File: src/rfp_pkg.sv
package rfp_pkg;

	// ****************************************************************
	// timing
	// ****************************************************************
	localparam int CLK_MHZ = 100;
	localparam int SD_ON_US = 2000;
	localparam int SD_OFF_US = 1000;
	localparam int LINK_MIN_US = 1000;
	localparam int SD_ON_CYC = SD_ON_US * CLK_MHZ;
	localparam int SD_OFF_CYC = SD_OFF_US * CLK_MHZ;
	localparam int LINK_MIN_CYC = LINK_MIN_US * CLK_MHZ;
	localparam logic [3:0] TEN_DIV_LAST = 4'h9;

	// ****************************************************************
	// register map
	// ****************************************************************
	localparam logic [11:0] REG_CTRL = 12'h000;
	localparam logic [11:0] REG_EXT = 12'h004;
	localparam logic [11:0] REG_STAT = 12'h008;
	localparam int CTRL_SPEED_BIT = 0;
	localparam int CTRL_FIBER_BIT = 1;
	localparam int CTRL_TXERR_BIT = 4;
	localparam int CTRL_LLPBK_BIT = 14;
	localparam int EXT_SCR_BIT = 2;
	localparam int EXT_RLPBK_BIT = 3;
	localparam logic [31:0] CTRL_RST = 32'h0000_0001;
	localparam logic [31:0] EXT_RST = 32'h0000_0004;
	localparam logic [1:0] FIBER_PORT = 2'h3;
	localparam logic [5:0] SEED_FILL = 6'h01;
	localparam int SCR_TAP_HI = 10;
	localparam int SCR_TAP_LO = 8;

	// ****************************************************************
	// code-groups
	// ****************************************************************
	localparam logic [4:0] CG_I = 5'h1f;
	localparam logic [4:0] CG_J = 5'h18;
	localparam logic [4:0] CG_K = 5'h11;
	localparam logic [4:0] CG_T = 5'h0d;
	localparam logic [4:0] CG_R = 5'h07;
	localparam logic [4:0] CG_H = 5'h04;
	localparam logic [9:0] CG_JK = {CG_J, CG_K};
	localparam logic [2:0] RX_JK_BITS = 3'h7;
	localparam logic [2:0] RX_GROUP_LAST = 3'h4;
	localparam logic [1:0] RXD_FALSE = 2'h2;

	typedef enum logic [2:0] {
		TX_IDLE = 3'h0, TX_J = 3'h1, TX_K = 3'h3, TX_DATA = 3'h2, TX_T = 3'h6, TX_R = 3'h7
	} rfp_tx_st_t;
	typedef enum logic [2:0] {
		RX_IDLE = 3'h0, RX_CARR = 3'h1, RX_DATA = 3'h3, RX_ENDR = 3'h2, RX_FALSE = 3'h6
	} rfp_rx_st_t;
	typedef enum logic {LNK_FAIL = 1'b0, LNK_PASS = 1'b1} rfp_link_t;

	// nibble to data code-group
	function automatic logic [4:0] rfp_enc(input logic [3:0] n);
		logic [4:0] c;
		c = 5'h1e;
		case (n)
			4'h0: c = 5'h1e;
			4'h1: c = 5'h09;
			4'h2: c = 5'h14;
			4'h3: c = 5'h15;
			4'h4: c = 5'h0a;
			4'h5: c = 5'h0b;
			4'h6: c = 5'h0e;
			4'h7: c = 5'h0f;
			4'h8: c = 5'h12;
			4'h9: c = 5'h13;
			4'ha: c = 5'h16;
			4'hb: c = 5'h17;
			4'hc: c = 5'h1a;
			4'hd: c = 5'h1b;
			4'he: c = 5'h1c;
			default: c = 5'h1d;
		endcase
		return c;
	endfunction

	// data code-group to {valid, nibble}; anything else is invalid
	function automatic logic [4:0] rfp_dec(input logic [4:0] c);
		logic [4:0] r;
		r = 5'h00;
		for (int i = 0; i < 16; i++)
		begin
			if (rfp_enc(4'(i)) == c)
			begin
				r = {1'b1, 4'(i)};
			end
		end
		return r;
	endfunction

endpackage

File: src/rfp_pcs.sv
// Decided for this implementation: the APB interface to the registers and the address map.
`timescale 1ns/1ps

module rfp_pcs #(
	parameter int SD_ON_CYC = rfp_pkg::SD_ON_CYC,
	parameter int SD_OFF_CYC = rfp_pkg::SD_OFF_CYC,
	parameter int LINK_MIN_CYC = rfp_pkg::LINK_MIN_CYC
) (
	// clock and reset
	input wire logic pclk,
	input wire logic presetn,
	// apb slave
	input wire logic psel,
	input wire logic penable,
	input wire logic pwrite,
	input wire logic [11:0] paddr,
	input wire logic [31:0] pwdata,
	output logic [31:0] prdata,
	output logic pready,
	output logic pslverr,
	// rmii transmit
	input wire logic tx_en,
	input wire logic [1:0] txd,
	// rmii receive
	output logic crs_dv,
	output logic [1:0] rxd,
	output logic rx_er,
	// carrier and collision
	output logic carrier_sense,
	output logic col,
	// media side code stream
	output logic [4:0] tx_code,
	output logic tx_code_strobe,
	input wire logic rx_code_bit,
	input wire logic rx_energy,
	input wire logic fiber_energy_input,
	output logic signal_detect_flag,
	output logic link_pass,
	// straps
	input wire logic scrambler_strap,
	input wire logic [4:0] phy_addr
);

	// ****************************************************************
	// state
	// ****************************************************************
	typedef struct packed {
		logic phase;
		logic pend;
		logic [1:0] lo;
		logic [3:0] div;
		rfp_pkg::rfp_tx_st_t tx_state;
		logic [4:0] tx_raw;
		logic [4:0] tx_code;
		logic tx_strobe;
		logic [10:0] scr;
		logic capt;
		logic strap;
		rfp_pkg::rfp_rx_st_t rx_state;
		logic [9:0] sr;
		logic [2:0] bcnt;
		logic [10:0] dsc;
		logic [1:0] rxd;
		logic [1:0] rx_hi;
		logic rx_hi_pend;
		logic rx_er;
		logic sd_raw;
		logic [19:0] on_cnt;
		logic [19:0] off_cnt;
		rfp_pkg::rfp_link_t link;
		logic [19:0] link_cnt;
		logic [31:0] ctrl;
		logic [31:0] ext;
		logic [31:0] prdata;
		logic pslverr;
	} rfp_state_t;

	rfp_state_t q;
	rfp_state_t n;

	logic speed100;
	logic fiber_act;
	logic scr_act;
	logic sample;
	logic energy;
	logic rx_d;
	logic dsc_key;
	logic [4:0] dec;
	logic [4:0] mask;
	logic [10:0] lf;
	logic [3:0] nib;
	logic boundary;
	logic apb_wr;

	// ****************************************************************
	// mode decode
	// ****************************************************************
	// fiber is refused on every other port, whatever software asks
	assign speed100 = q.ctrl[rfp_pkg::CTRL_SPEED_BIT];
	assign fiber_act = q.ctrl[rfp_pkg::CTRL_FIBER_BIT] && speed100
		&& (phy_addr[1:0] == rfp_pkg::FIBER_PORT);
	assign scr_act = q.strap && q.ext[rfp_pkg::EXT_SCR_BIT] && speed100 && !fiber_act;
	assign energy = fiber_act ? fiber_energy_input : rx_energy;
	// slow mode: one dibit taken per ten clocks, from whatever phase
	assign sample = speed100 || (q.div == 4'h0);
	assign dsc_key = q.dsc[rfp_pkg::SCR_TAP_HI] ^ q.dsc[rfp_pkg::SCR_TAP_LO];
	assign rx_d = scr_act ? (rx_code_bit ^ dsc_key) : rx_code_bit;
	assign nib = {txd, q.lo};
	assign apb_wr = psel && penable && pwrite;

	// ****************************************************************
	// next state
	// ****************************************************************
	always_comb
	begin
		n = q;
		mask = 5'h00;
		lf = q.scr;
		dec = 5'h00;
		boundary = 1'b0;
		n.tx_strobe = 1'b0;
		n.div = (q.div == rfp_pkg::TEN_DIV_LAST) ? 4'h0 : q.div + 4'h1;

		// strap and seed caught on the first edge after reset release
		if (!q.capt)
		begin
			n.capt = 1'b1;
			n.strap = scrambler_strap;
			n.scr = {rfp_pkg::SEED_FILL, phy_addr};
		end

		// transmit: pair dibits into nibbles, frame with delimiters
		if (sample)
		begin
			if (q.tx_state == rfp_pkg::TX_IDLE && tx_en && !q.pend)
			begin
				n.lo = txd;
				n.pend = 1'b1;
				n.phase = 1'b1;
			end
			else
			begin
				n.phase = ~q.phase;
				boundary = q.phase;
				if (!q.phase && tx_en)
				begin
					n.lo = txd;
				end
			end
		end
		if (boundary)
		begin
			n.pend = 1'b0;
			n.tx_strobe = 1'b1;
			n.tx_raw = rfp_pkg::CG_I;
			n.tx_state = rfp_pkg::TX_IDLE;
			case (q.tx_state)
				rfp_pkg::TX_IDLE:
				begin
					// first preamble nibble is replaced by J
					if (q.pend && tx_en && q.link == rfp_pkg::LNK_PASS)
					begin
						n.tx_state = rfp_pkg::TX_J;
						n.tx_raw = rfp_pkg::CG_J;
					end
				end
				rfp_pkg::TX_J:
				begin
					n.tx_state = rfp_pkg::TX_K;
					n.tx_raw = rfp_pkg::CG_K;
				end
				rfp_pkg::TX_K, rfp_pkg::TX_DATA:
				begin
					if (tx_en)
					begin
						n.tx_state = rfp_pkg::TX_DATA;
						n.tx_raw = q.ctrl[rfp_pkg::CTRL_TXERR_BIT] ? rfp_pkg::CG_H
							: rfp_pkg::rfp_enc(nib);
					end
					else
					begin
						n.tx_state = rfp_pkg::TX_T;
						n.tx_raw = rfp_pkg::CG_T;
					end
				end
				rfp_pkg::TX_T:
				begin
					n.tx_state = rfp_pkg::TX_R;
					n.tx_raw = rfp_pkg::CG_R;
				end
				default:
				begin
					n.tx_state = rfp_pkg::TX_IDLE;
				end
			endcase
			// add the cipher stream one code bit at a time, first bit on the msb
			for (int i = 4; i >= 0; i--)
			begin
				mask[i] = lf[rfp_pkg::SCR_TAP_HI] ^ lf[rfp_pkg::SCR_TAP_LO];
				lf = {lf[9:0], mask[i]};
			end
			if (scr_act && q.capt)
			begin
				n.scr = lf;
			end
			n.tx_code = scr_act ? (n.tx_raw ^ mask) : n.tx_raw;
		end

		// descrambler: during idle every plain bit is one, so the line bit
		// reveals the key; while a stream runs the generator free-runs
		if (q.rx_state == rfp_pkg::RX_IDLE)
		begin
			n.dsc = {q.dsc[9:0], ~rx_code_bit};
		end
		else
		begin
			n.dsc = {q.dsc[9:0], dsc_key};
		end

		// receive: align, decode, report
		n.sr = {q.sr[8:0], rx_d};
		n.bcnt = q.bcnt + 3'h1;
		n.rx_er = 1'b0;
		n.rxd = q.rx_hi_pend ? q.rx_hi : 2'h0;
		n.rx_hi_pend = 1'b0;
		case (q.rx_state)
			rfp_pkg::RX_IDLE:
			begin
				n.bcnt = 3'h0;
				if (!rx_d && q.link == rfp_pkg::LNK_PASS)
				begin
					n.rx_state = rfp_pkg::RX_CARR;
				end
			end
			rfp_pkg::RX_CARR:
			begin
				if (q.bcnt == rfp_pkg::RX_JK_BITS - 3'h1)
				begin
					n.bcnt = 3'h0;
					// anything but J/K at the start is false carrier
					n.rx_state = (n.sr == rfp_pkg::CG_JK) ? rfp_pkg::RX_DATA
						: rfp_pkg::RX_FALSE;
				end
			end
			rfp_pkg::RX_DATA:
			begin
				if (q.bcnt == rfp_pkg::RX_GROUP_LAST)
				begin
					n.bcnt = 3'h0;
					dec = rfp_pkg::rfp_dec(n.sr[4:0]);
					if (n.sr[4:0] == rfp_pkg::CG_T)
					begin
						n.rx_state = rfp_pkg::RX_ENDR;
					end
					else if (n.sr[4:0] == rfp_pkg::CG_I)
					begin
						n.rx_state = rfp_pkg::RX_IDLE;
					end
					else if (dec[4])
					begin
						n.rxd = dec[1:0];
						n.rx_hi = dec[3:2];
						n.rx_hi_pend = 1'b1;
					end
					else
					begin
						n.rx_er = 1'b1;
					end
				end
			end
			rfp_pkg::RX_ENDR:
			begin
				if (q.bcnt == rfp_pkg::RX_GROUP_LAST)
				begin
					n.rx_er = (n.sr[4:0] != rfp_pkg::CG_R);
					n.rx_state = rfp_pkg::RX_IDLE;
				end
			end
			default:
			begin
				if (n.sr == {rfp_pkg::CG_I, rfp_pkg::CG_I})
				begin
					n.rx_state = rfp_pkg::RX_IDLE;
				end
			end
		endcase
		if (n.rx_state == rfp_pkg::RX_FALSE)
		begin
			n.rxd = rfp_pkg::RXD_FALSE;
			n.rx_er = 1'b1;
		end

		// signal detect with separate rise and fall qualification
		if (energy)
		begin
			n.off_cnt = 20'h0;
			if (q.on_cnt == 20'(SD_ON_CYC - 1))
			begin
				n.sd_raw = 1'b1;
			end
			else
			begin
				n.on_cnt = q.on_cnt + 20'h1;
			end
		end
		else
		begin
			n.on_cnt = 20'h0;
			if (q.off_cnt == 20'(SD_OFF_CYC - 1))
			begin
				n.sd_raw = 1'b0;
			end
			else
			begin
				n.off_cnt = q.off_cnt + 20'h1;
			end
		end

		// link monitor
		if (!signal_detect_flag)
		begin
			n.link = rfp_pkg::LNK_FAIL;
			n.link_cnt = 20'h0;
		end
		else if (q.link_cnt == 20'(LINK_MIN_CYC - 1))
		begin
			n.link = rfp_pkg::LNK_PASS;
		end
		else
		begin
			n.link_cnt = q.link_cnt + 20'h1;
		end

		// apb: read data latched in setup, writes land in access
		if (psel && !penable)
		begin
			n.pslverr = 1'b0;
			n.prdata = 32'h0;
			if (paddr == rfp_pkg::REG_CTRL)
			begin
				n.prdata = q.ctrl;
			end
			else if (paddr == rfp_pkg::REG_EXT)
			begin
				n.prdata = q.ext;
			end
			else if (paddr == rfp_pkg::REG_STAT)
			begin
				n.prdata = {22'h0, q.tx_state != rfp_pkg::TX_IDLE, q.rx_state != rfp_pkg::RX_IDLE,
					3'h0, q.strap, fiber_act, scr_act, link_pass, signal_detect_flag};
			end
			else
			begin
				n.pslverr = 1'b1;
			end
		end
		if (apb_wr && paddr == rfp_pkg::REG_CTRL)
		begin
			n.ctrl = pwdata;
		end
		else if (apb_wr && paddr == rfp_pkg::REG_EXT)
		begin
			n.ext = pwdata;
		end
	end

	// ****************************************************************
	// registers
	// ****************************************************************
	always_ff @(posedge pclk or negedge presetn)
	begin
		if (!presetn)
		begin
			q <= '0;
			q.tx_raw <= rfp_pkg::CG_I;
			q.tx_code <= rfp_pkg::CG_I;
			q.sr <= {rfp_pkg::CG_I, rfp_pkg::CG_I};
			q.ctrl <= rfp_pkg::CTRL_RST;
			q.ext <= rfp_pkg::EXT_RST;
		end
		else
		begin
			q <= n;
		end
	end

	// ****************************************************************
	// outputs
	// ****************************************************************
	// loopbacks override the qualified energy detect
	assign signal_detect_flag = q.ctrl[rfp_pkg::CTRL_LLPBK_BIT] ? 1'b0
		: (q.ext[rfp_pkg::EXT_RLPBK_BIT] ? 1'b1 : q.sd_raw);
	assign link_pass = (q.link == rfp_pkg::LNK_PASS);
	assign col = (q.tx_state != rfp_pkg::TX_IDLE) && (q.rx_state != rfp_pkg::RX_IDLE);
	assign carrier_sense = (q.tx_state != rfp_pkg::TX_IDLE)
		|| (q.rx_state != rfp_pkg::RX_IDLE);
	assign crs_dv = (q.rx_state != rfp_pkg::RX_IDLE);
	assign rxd = q.rxd;
	assign rx_er = q.rx_er;
	assign tx_code = q.tx_code;
	assign tx_code_strobe = q.tx_strobe;
	assign prdata = q.prdata;
	assign pready = 1'b1;
	assign pslverr = q.pslverr && psel && penable;
endmodule

File: config.mk
export PLATFORM = sky130hd
export DESIGN_NAME = rfp_pcs
export DESIGN_NICKNAME = d
export VERILOG_FILES = /design/src/rfp_pkg.sv /design/src/rfp_pcs.sv
export SDC_FILE = /design/constraint.sdc
export NUM_CORES = 1
export LEC_CHECK = 0
export ABC_AREA = 0
export BUFFER_PORTS_ARGS = -buffer_cell sky130_fd_sc_hd__buf_2
export CAP_MARGIN = 0
export CORE_UTILIZATION = 39
export DETAILED_ROUTE_END_ITERATION = 6
export GPL_TIMING_DRIVEN = 0
export PLACE_DENSITY = 0.68
export SLEW_MARGIN = 20
export SYNTH_ARGS = -nofsm -noshare
export SYNTH_HDL_FRONTEND = slang
export SYNTH_SLANG_ARGS = --single-unit
File: constraint.sdc
create_clock -name pclk -period 3.1 [get_ports pclk]
set_input_delay 0.93 -clock pclk [delete_from_list [all_inputs] [get_ports pclk]]
set_output_delay 0.93 -clock pclk [all_outputs]
set_load 0.02 [all_outputs]
# Word-level counts from Yosys, hierarchy flattened
# Memory sizes are Yosys's and may differ from the RTL's.
# Cells that the tools add are included.
# op_classes
mux,111
bitwise_logic,13
reduce_logical,43
addsub,5
eq_ne,43
# op_table
op,count
2-to-1 mux 5 bit,55
== test 5 bit,16
2-to-1 mux 32 bit,2
adder 20 x 1 -> 20 bit (second input constant),3
2-to-1 mux 20 bit,3
2-to-1 mux 41 bit,1
== test 20 x 17 -> 1 bit (second input constant),2
2-to-1 mux 3 bit,11
2-to-1 mux 6 bit,4
case mux 3 bit (4 select lines),2
2-to-1 mux 21 bit,1
== test 10 bit (second input constant),2
== test 20 x 18 -> 1 bit (second input constant),1
logical AND 1 bit,20
case mux 5 bit (4 select lines),1
2-to-1 mux 1 bit,19
2-to-1 mux 13 bit,1
== test 12 x 3 -> 1 bit (second input constant),1
== test 12 x 4 -> 1 bit (second input constant),1
== test 3 x 2 -> 1 bit (second input constant),4
== test 3 bit (second input constant),4
logical NOT 12 bit,1
2-to-1 mux 12 bit,1
2-to-1 mux 11 bit,1
other kinds (28),58
# totals
in_bits,61
regBits,221
n_memories,1
romBits,80
out_inout_bits,48
# mem_list
memory,depth,width,read_ports,rd_ports_with_merged_regs,wr,line_no,rtl
(name not given),16,5,1,0,0,rfp_pkg.sv:60,case (n)

# Longest topological paths before layout
# Gate-level depths: netlist of run 1.
# logic_depth
ltp_word,30
ltp_mapped,8
mapped_depth_nobuf,8

# Worst setup path after synthesis of run 1
# No wires, ideal clock.
# synth_timing
kind,input to register
startpoint,input port paddr[5]
endpoint,register q[36] (netlist name)
required_time_ps,2972
setup_time_ps,128
setup_slack_ps,491
path_stages,7
t_arrival_ps,2482
path_cell_list,nor4_1 nand3_1 nor3b_2 and4_1 buf_2 buf_4 mux2_1
# synth_via
elab_chain_len,4
word_cells_on_any_way,6
# synth_lines
item,line_no,rtl
from (decl),rfp_pcs.sv:16,"input wire logic [11:0] paddr,"
logical NOT 12 bit,rfp_pcs.sv:357,if (apb_wr && paddr == rfp_pkg::REG_CTRL)
logical AND 1 bit,rfp_pcs.sv:357,
inverter 1 bit (no source line),--,
AND reduction 2 bit (no source line) (*),--,
to (signal assigned),rfp_pcs.sv:383,q <= n;
to (decl),rfp_pcs.sv:78,rfp_state_t q;
# Every way passes the cells marked *; elsewhere a longest branch is shown, timed or not.
# A chain may end at the register's enable or synchronous reset.

# Worst setup path after layout of run 1
# layout_timing
startpoint,register q[216] (netlist name)
endpoint,output port col
# layout_via
elab_chain_len,2
# layout_lines
item,line_no,rtl
nonzero test 3 bit,rfp_pcs.sv:394,assign col = (q.tx_state != rfp_pkg::TX_IDLE) && (q.rx_state != rfp_pkg::RX_IDLE);
logical AND 1 bit,rfp_pcs.sv:394,
to (decl),rfp_pcs.sv:30,"output logic col,"
# Every way passes these cells.

==> impl_metrics.env, run 1 <==
export IMPL_drt_iter0_drc=519
export IMPL_ys_warn_count=0
export IMPL_grt_pass1_vias=7180
export IMPL_worstSkewPairLatency_ns=0.53
export IMPL_dieArea_um2=26700
export IMPL_areaGrowthSynthToFinish_pct=17.5
export IMPL_pin_count=109
export IMPL_period_share_pct=90.8
export IMPL_synth_edff_count=0
export IMPL_layout_drive_gt1_share_pct=20.7
export IMPL_async_reset_ff_share_pct=100
export IMPL_cp_top_family="simple AND/OR/NAND/NOR gates"
export IMPL_overflow=0
export IMPL_avgSynthCellArea_um2=10.7
export IMPL_setup_slack_ns=0.285
export IMPL_viasPerCell=5.08
export IMPL_rsz0062_at_grt="no"
export IMPL_cp_data_arrival_time_ns=1.89
export IMPL_worst_slew_pin_slew_ns=0.911
export IMPL_crit_path_max_fanout=10
export IMPL_skew_ns=0.0248
export IMPL_crit_chain="clkbuf_1, nor3_2, nor2_1, buf_2"
export IMPL_grt_pass1_wl_um=36600
export IMPL_endpoint_kind="primary output"
export IMPL_row_count=58
export IMPL_seqCellArea_um2=5550
export IMPL_cts_sinks=221
export IMPL_ys_seq_elements=221
export IMPL_leakagePower_nw=5.55
export IMPL_dr_pass1_iters=5
export IMPL_core_um2=25400
export IMPL_holdCritPathClass="input pin to async pin"
export IMPL_route_detailed_drc=0
export IMPL_post_cts_buffers=0
export IMPL_power_density_nw_per_um2=516
export IMPL_wirelength_um=22000
export IMPL_grt_max_degree=101
export IMPL_vias=7273
export IMPL_finalSetupViolations=0
export IMPL_crit_path_max_incr_delay_ns=0.53
export IMPL_ir_drop_v=0.000325
export IMPL_path_clk_slew_ns=0.06
export IMPL_required_ns=2.17
export IMPL_io_buffers=107
export IMPL_reg2reg_slack_ns=0.68
export IMPL_fmax_mhz=355
export IMPL_postRouteAntennaNets=0
export IMPL_finalNetCount=1151
export IMPL_synth_ff_type="dfrtp_1"
export IMPL_avgRoutedWirePerCell_um=15.3
export IMPL_startpoint_type="flop"
export IMPL_dpl_hpwl_um=15300
export IMPL_layout_commonest_cell="dfrtp_1"
export IMPL_initial_core_util_pct=40.0
export IMPL_chipWidth_um=164
export IMPL_dpl_worst_slack_ns=-0.107
export IMPL_relSlewSlack_pct=39.1
export IMPL_synthDistinctLibCells=65
export IMPL_synthCells=948
export IMPL_cp_num_buf_inv=2
export IMPL_cts_tree="done"
export IMPL_finalHoldViolCount=0
export IMPL_fin_setup_tns_ns=0
export IMPL_gp_congestion=0.855
export IMPL_die_h_um=164
export IMPL_cts_max_level=1
export IMPL_fill_cells=2355
export IMPL_antenna_found_initial=1
export IMPL_grt_usage_pct=17.0
export IMPL_final_cell_mix="dfrtp_1 (205), buf_2 (113), nand2_1 (96), nor2_1 (91), mux2_1 (65)"
export IMPL_worstSetupPathType="flop to primary output"
export IMPL_seq_area_frac_synth_pct=54.6
export IMPL_critPathSlowestCell="nor3_2"
export IMPL_cts_root_buf="clkbuf_16"
export IMPL_drv_cap=0
export IMPL_slew_viol_final=0
export IMPL_multi_input_area_um2=4080
export IMPL_status="finished clean"
export IMPL_numCtsBuffers=24
export IMPL_layout_min_cycle_time_ns=2.82
export IMPL_clk_path_buf_depth=3
export IMPL_netlist_area_um2=10200
[logic make-up after synthesis]
logic type,share of synthesized area (%)
adder cells (fa/ha/maj),0.738
AND/OR/NAND/NOR,15.3
buffers and inverters,5.44
XOR/XNOR,5.76
other,0.0369
flip-flops,54.6
AO/OA/AOI/OAI,10.2
multiplexers,7.92
[through the flow]
stage / instances / total power [mW] / hold slack [ns] / utilization (%) / area [um^2]
finish: 1432 / 6.16 / 0.296 / 47.1 / 12000
global route: 1432 / 6.43 / 0.310 / 47.1 / 12000
CTS: 1431 / 6.24 / 0.301 / 47.0 / 11900
detailed placement: 1388 / 3.51 / 0.335 / 44.1 / 11200
global placement: 1386 / 3.49 / 0.336 / 43.8 / 11100
floorplan: 949 / 3.31 / 0.331 / - / 10200
[where the power goes]
group	internal, mW	switching, mW
clock	1.55	1.15
sequential	2.97	0.0431
combinational	0.167	0.274
total	4.69	1.47
[routing by layer]
layer | GRT usage, % | vias to the layer above | share of wire (%)
li1 | - | 3558 | -
met1 | 23.0 | 3553 | 46
met2 | 28.6 | 128 | 48
met3 | 2.29 | 34 | 4.3
met4 | 4.71 | 0 | 1.9
met5 | 0 | - | 0
[worst paths after layout]
path / from / end / cells after the start
max in group asynchronous: presetn / tx_code[1]$_DFFE_PN1P_ / 2
worst max register to register: n[180]$_DFF_PN1_ / rxd[1]$_DFF_PN0_ / 6
min in group pclk: q[165]$_DFF_PN0_ / q[166]$_DFF_PN0_ / 0
worst max-delay path: q[216]$_DFFE_PN0P_ / col / 4
worst min-delay path: presetn / prdata[30]$_DFFE_PN0P_ / 1
worst min register to register: q[165]$_DFF_PN0_ / q[166]$_DFF_PN0_ / 0
[final cells by class]
type | count | share of cell area [%]
Clock buffer | 35 | 5.79
Inverter | 17 | 0.534
Tap cell | 330 | 3.45
Sequential cell | 221 | 46.4
Multi-Input combinational cell | 628 | 34.2
Timing Repair Buffer | 109 | 5.03
Antenna cell | 1 | 0.0209
Buffer | 83 | 4.09
Clock inverter | 8 | 0.482
[cells in the mapped netlist, types with 3 or more instances]
master / number / area (um^2)
a211oi_1: 6 / 45.0
a21o_1: 3 / 22.5
a21oi_1: 25 / 125
a222oi_1: 5 / 50.1
a22o_1: 3 / 26.3
a22oi_1: 27 / 203
a31oi_1: 8 / 50.1
and2_1: 4 / 25.0
and3_1: 10 / 62.6
and4_1: 8 / 70.1
buf_2: 7 / 35.0
buf_4: 43 / 323
clkbuf_1: 30 / 113
dfrtp_1: 205 / 5130
dfstp_2: 16 / 420
ha_1: 6 / 75.1
inv_1: 17 / 63.8
mux2_1: 65 / 732
mux2_2: 3 / 33.8
mux2i_1: 4 / 40.0
nand2_1: 96 / 360
nand2b_1: 6 / 37.5
nand3_1: 27 / 135
nand4_1: 15 / 93.8
nor2_1: 91 / 342
nor2b_1: 12 / 75.1
nor3_1: 16 / 80.1
nor3b_1: 3 / 22.5
nor4_1: 12 / 75.1
nor4b_1: 3 / 26.3
o211ai_1: 4 / 30.0
o21ai_0: 20 / 100
o21ai_1: 41 / 205
o31ai_1: 3 / 22.5
or3_1: 6 / 37.5
xnor2_1: 29 / 254
xor2_1: 36 / 315
[sequential cells by signal, indices dropped and copies added (netlist names), 2 cells and up, named ones only]
signal	flops
rxd	2
nib	2
n	9
tx_code	5
q	167
prdata	32
[worst reg2reg max path, delay by kind of cell (launching register included)]
family | cells | cell delay (ns)
AOI/OAI and AO/OA | 3 | 1.11
DFF | 1 | 0.55
buffers and inverters | 1 | 0.38
and+or+nand+nor | 2 | 0.24
[what timing repair did]
item,4_1_cts,5_1_grt
setup endpoints to repair,2,1
gates cloned,0,0
hold buffers,0,0
gates resized for setup,1,1
Note: power is estimated with default switching activity, not from simulation.
==> run 2: changes to the inputs <==
--- a/config.mk
+++ b/config.mk
@@ -5,10 +5,11 @@
 export SDC_FILE = /design/constraint.sdc
 export NUM_CORES = 1
 export LEC_CHECK = 0
-export ABC_AREA = 0
+export ABC_AREA = 1
 export BUFFER_PORTS_ARGS = -buffer_cell sky130_fd_sc_hd__buf_2
 export CAP_MARGIN = 0
 export CORE_UTILIZATION = 39
+export CTS_BUF_LIST = sky130_fd_sc_hd__clkbuf_4
 export DETAILED_ROUTE_END_ITERATION = 6
 export GPL_TIMING_DRIVEN = 0
 export PLACE_DENSITY = 0.68
==> impl_metrics.env, run 2 <==
export IMPL_cp_top_family="flip-flops"
export IMPL_grt_usage_pct=18.8
export IMPL_dieArea_um2=28200
export IMPL_setup_slack_ns=0.282
export IMPL_ys_warn_count=0
export IMPL_drt_met1_wl_um=11800
export IMPL_cts_tree="done"
export IMPL_async_reset_ff_share_pct=100
export IMPL_seq_area_frac_synth_pct=51.7
export IMPL_row_count=60
export IMPL_synth_top_area_cell="dfrtp_1"
export IMPL_route_detailed_drc=0
export IMPL_vias=8993
export IMPL_period_share_pct=90.9
export IMPL_rsz0062_at_grt="no"
export IMPL_antenna_found_initial=2
export IMPL_slew_viol_final=0
export IMPL_yosysMostFrequentCell="nand2_1"
export IMPL_critPathSlowestCell="dfrtp_1"
export IMPL_postCtsHoldBufs=0
export IMPL_power_density_nw_per_um2=526
export IMPL_grt_pass1_vias=8777
export IMPL_die_h_um=168
export IMPL_areaGrowthSynthToFinish_pct=17.0
export IMPL_crit_path_max_incr_delay_ns=0.43
export IMPL_pin_count=109
export IMPL_crit_top_cell="inv_1"
export IMPL_fmax_mhz=355
export IMPL_avgSynthCellArea_um2=8.67
export IMPL_top_layer="met4"
export IMPL_crit_chain="inv_1, nand2_1, nor2_2, inv_1, nand2_1, inv_1, buf_2"
export IMPL_wl_met2_um=12100
export IMPL_dr_pass1_iters=5
export IMPL_worstSetupPathType="flop to primary output"
export IMPL_largest_register_ffs=167
export IMPL_gp_congestion=0.915
export IMPL_crit_path_max_fanout=6
export IMPL_synthCells=1240
export IMPL_grt_pass1_wl_um=42800
export IMPL_io_buffers=107
export IMPL_numCtsBuffers=60
export IMPL_synth_ff_type="dfrtp_1"
export IMPL_avgRoutedWirePerCell_um=14.3
export IMPL_overflow=0
export IMPL_drt_iter0_drc=646
export IMPL_initial_core_util_pct=39.8
export IMPL_finalSetupViolations=0
export IMPL_layout_commonest_cell="nand2_1"
export IMPL_ir_drop_v=0.000241
export IMPL_netlist_top_cells_count="nand2_1 (235), dfrtp_1 (205), inv_1 (142)"
export IMPL_dpl_hpwl_um=18400
export IMPL_grt_max_degree=85
export IMPL_dpl_worst_slack_ns=0.221
export IMPL_fill_cells=2705
export IMPL_synth_area_top_cells="dfrtp_1 (48%), nand2_1 (8.2%), inv_1 (5.0%), o21ai_0 (4.4%), dfstp_2 (3.9%)"
export IMPL_synthDistinctLibCells=52
export IMPL_relSlewSlack_pct=54.8
export IMPL_synthDominantCellAreaShare_pct=47.7
export IMPL_p_total_mw=6.61
export IMPL_clk_path_buf_depth=3
export IMPL_final_cell_mix="nand2_1 (235), dfrtp_1 (205), inv_1 (142), buf_2 (115), nor2_1 (111)"
export IMPL_layout_drive_gt1_share_pct=24.4
export IMPL_path_clk_slew_ns=0.07
export IMPL_hold_slack_ns=0.182
export IMPL_cp_data_arrival_time_ns=1.89
export IMPL_post_cts_buffers=0
export IMPL_core_um2=27000
export IMPL_worstSkewPairLatency_ns=0.69
export IMPL_endpoint_kind="primary output"
export IMPL_layout_cells_non_filler=1805
export IMPL_finalHoldViolCount=0
export IMPL_netlist_area_um2=10700
export IMPL_layout_min_cycle_time_ns=2.82
export IMPL_drv_cap=0
export IMPL_cts_root_buf="clkbuf_4"
export IMPL_regMostFlops="q"
export IMPL_status="finished clean"
export IMPL_postRouteAntennaNets=0
export IMPL_required_ns=2.17
export IMPL_worst_slew_pin_slew_ns=0.678
export IMPL_ys_seq_elements=221
export IMPL_wirelength_um=25900
export IMPL_chipWidth_um=168
export IMPL_route_met3_wl_um=1450
export IMPL_fin_setup_tns_ns=0
export IMPL_viasPerCell=4.98
export IMPL_skew_ns=0.0306
export IMPL_synth_edff_count=0
export IMPL_startpoint_type="flop"
export IMPL_placedCellCount=1691
export IMPL_leakagePower_nw=6.10
export IMPL_cp_num_buf_inv=4
export IMPL_finalNetCount=1479
export IMPL_cts_sinks=221
export IMPL_cts_max_level=2
export IMPL_holdCritPathClass="input pin to async pin"
[run 2: changes by cell type in the layout (fill, tap and decap cells not counted), sizes merged, moves of 33 or more]
cell,before,now
clkbuf,65,112
inv,18,143
mux2,68,0
nand2,96,245
nand3,27,72
nor2,91,124
o21ai,61,138
[run 2: power breakdown]
group	switching (mW)	internal (mW)
Combinational	0.489	0.294
Clock	1.22	1.37
Sequential	0.146	3.10
[run 2: cell families (layout without fill, tap and decap cells)]
kind of cell | count (synthesis) | in the layout | share of synthesized area [%]
AOI/OAI and AO/OA | 235 | 235 | 12.9
xor gates and xnor gates | 24 | 24 | 1.96
adders and majority gates | 6 | 6 | 0.699
buffers and inverters | 223 | 440 | 9.93
DFF | 221 | 221 | 51.7
muxes | 8 | 8 | 0.745
other | 1 | 8 | 0.0349
and+or+nand+nor | 522 | 522 | 22.1
[run 2: what timing repair did]
item,4_1_cts,5_1_grt
gates resized for setup,1,2
endpoints found under the setup margin,1,2
endpoints found under the hold margin,0,0
cloned,0,0
[run 2: path summary, 6_finish.rpt]
path                                            to              start  depth (start not counted)  slack, ns
worst max-delay path                           col   q[191]$_DFF_PN0_                          7       0.28
worst max register to register  q[123]$_DFFE_PN0P_  q[65]$_DFFE_PN1P_                          8       0.99
worst min-delay path            q[137]$_DFFE_PN0P_            presetn                          1       0.18
worst min register to register    q[175]$_DFF_PN0_   q[174]$_DFF_PN0_                          0       0.34
max in group asynchronous        q[87]$_DFFE_PN0P_            presetn                          2       2.11
min in group pclk                 q[175]$_DFF_PN0_   q[174]$_DFF_PN0_                          0       0.34
[run 2: cell type report]
cell class	instances	area, um^2	area share, %
Antenna cell	6	15.0	0.119
Buffer	78	523	4.16
Clock buffer	94	706	5.61
Clock inverter	14	66.3	0.528
Inverter	145	546	4.34
Multi-Input combinational cell	797	4140	32.9
Sequential cell	221	5550	44.2
Tap cell	341	427	3.39
Timing Repair Buffer	109	601	4.78
[run 2: worst reg2reg max path: cells and delay by family, from the launching register on]
| kind | cells | cell delay [ns] |
|---|---|---|
| buf+inv | 4 | 0.79 |
| flops | 1 | 0.58 |
| simple gates | 3 | 0.31 |
| compound gates | 1 | 0.35 |
[run 2: per-stage QoR]
step | area [um^2] | util [%]
after CTS | 12500 | 46.4
after floorplan | 10700 | -
after global routing | 12600 | 46.5
final | 12600 | 46.5
after global placement | 11700 | 43.3
after detailed placement | 11800 | 43.6
[run 2: per-layer routing]
layer / global-route usage (%) / up-vias
met3: 3.78 / 41
li1: - / 4437
met2: 31.1 / 230
met1: 24.6 / 4285
met5: 0 / -
met4: 5.94 / 0
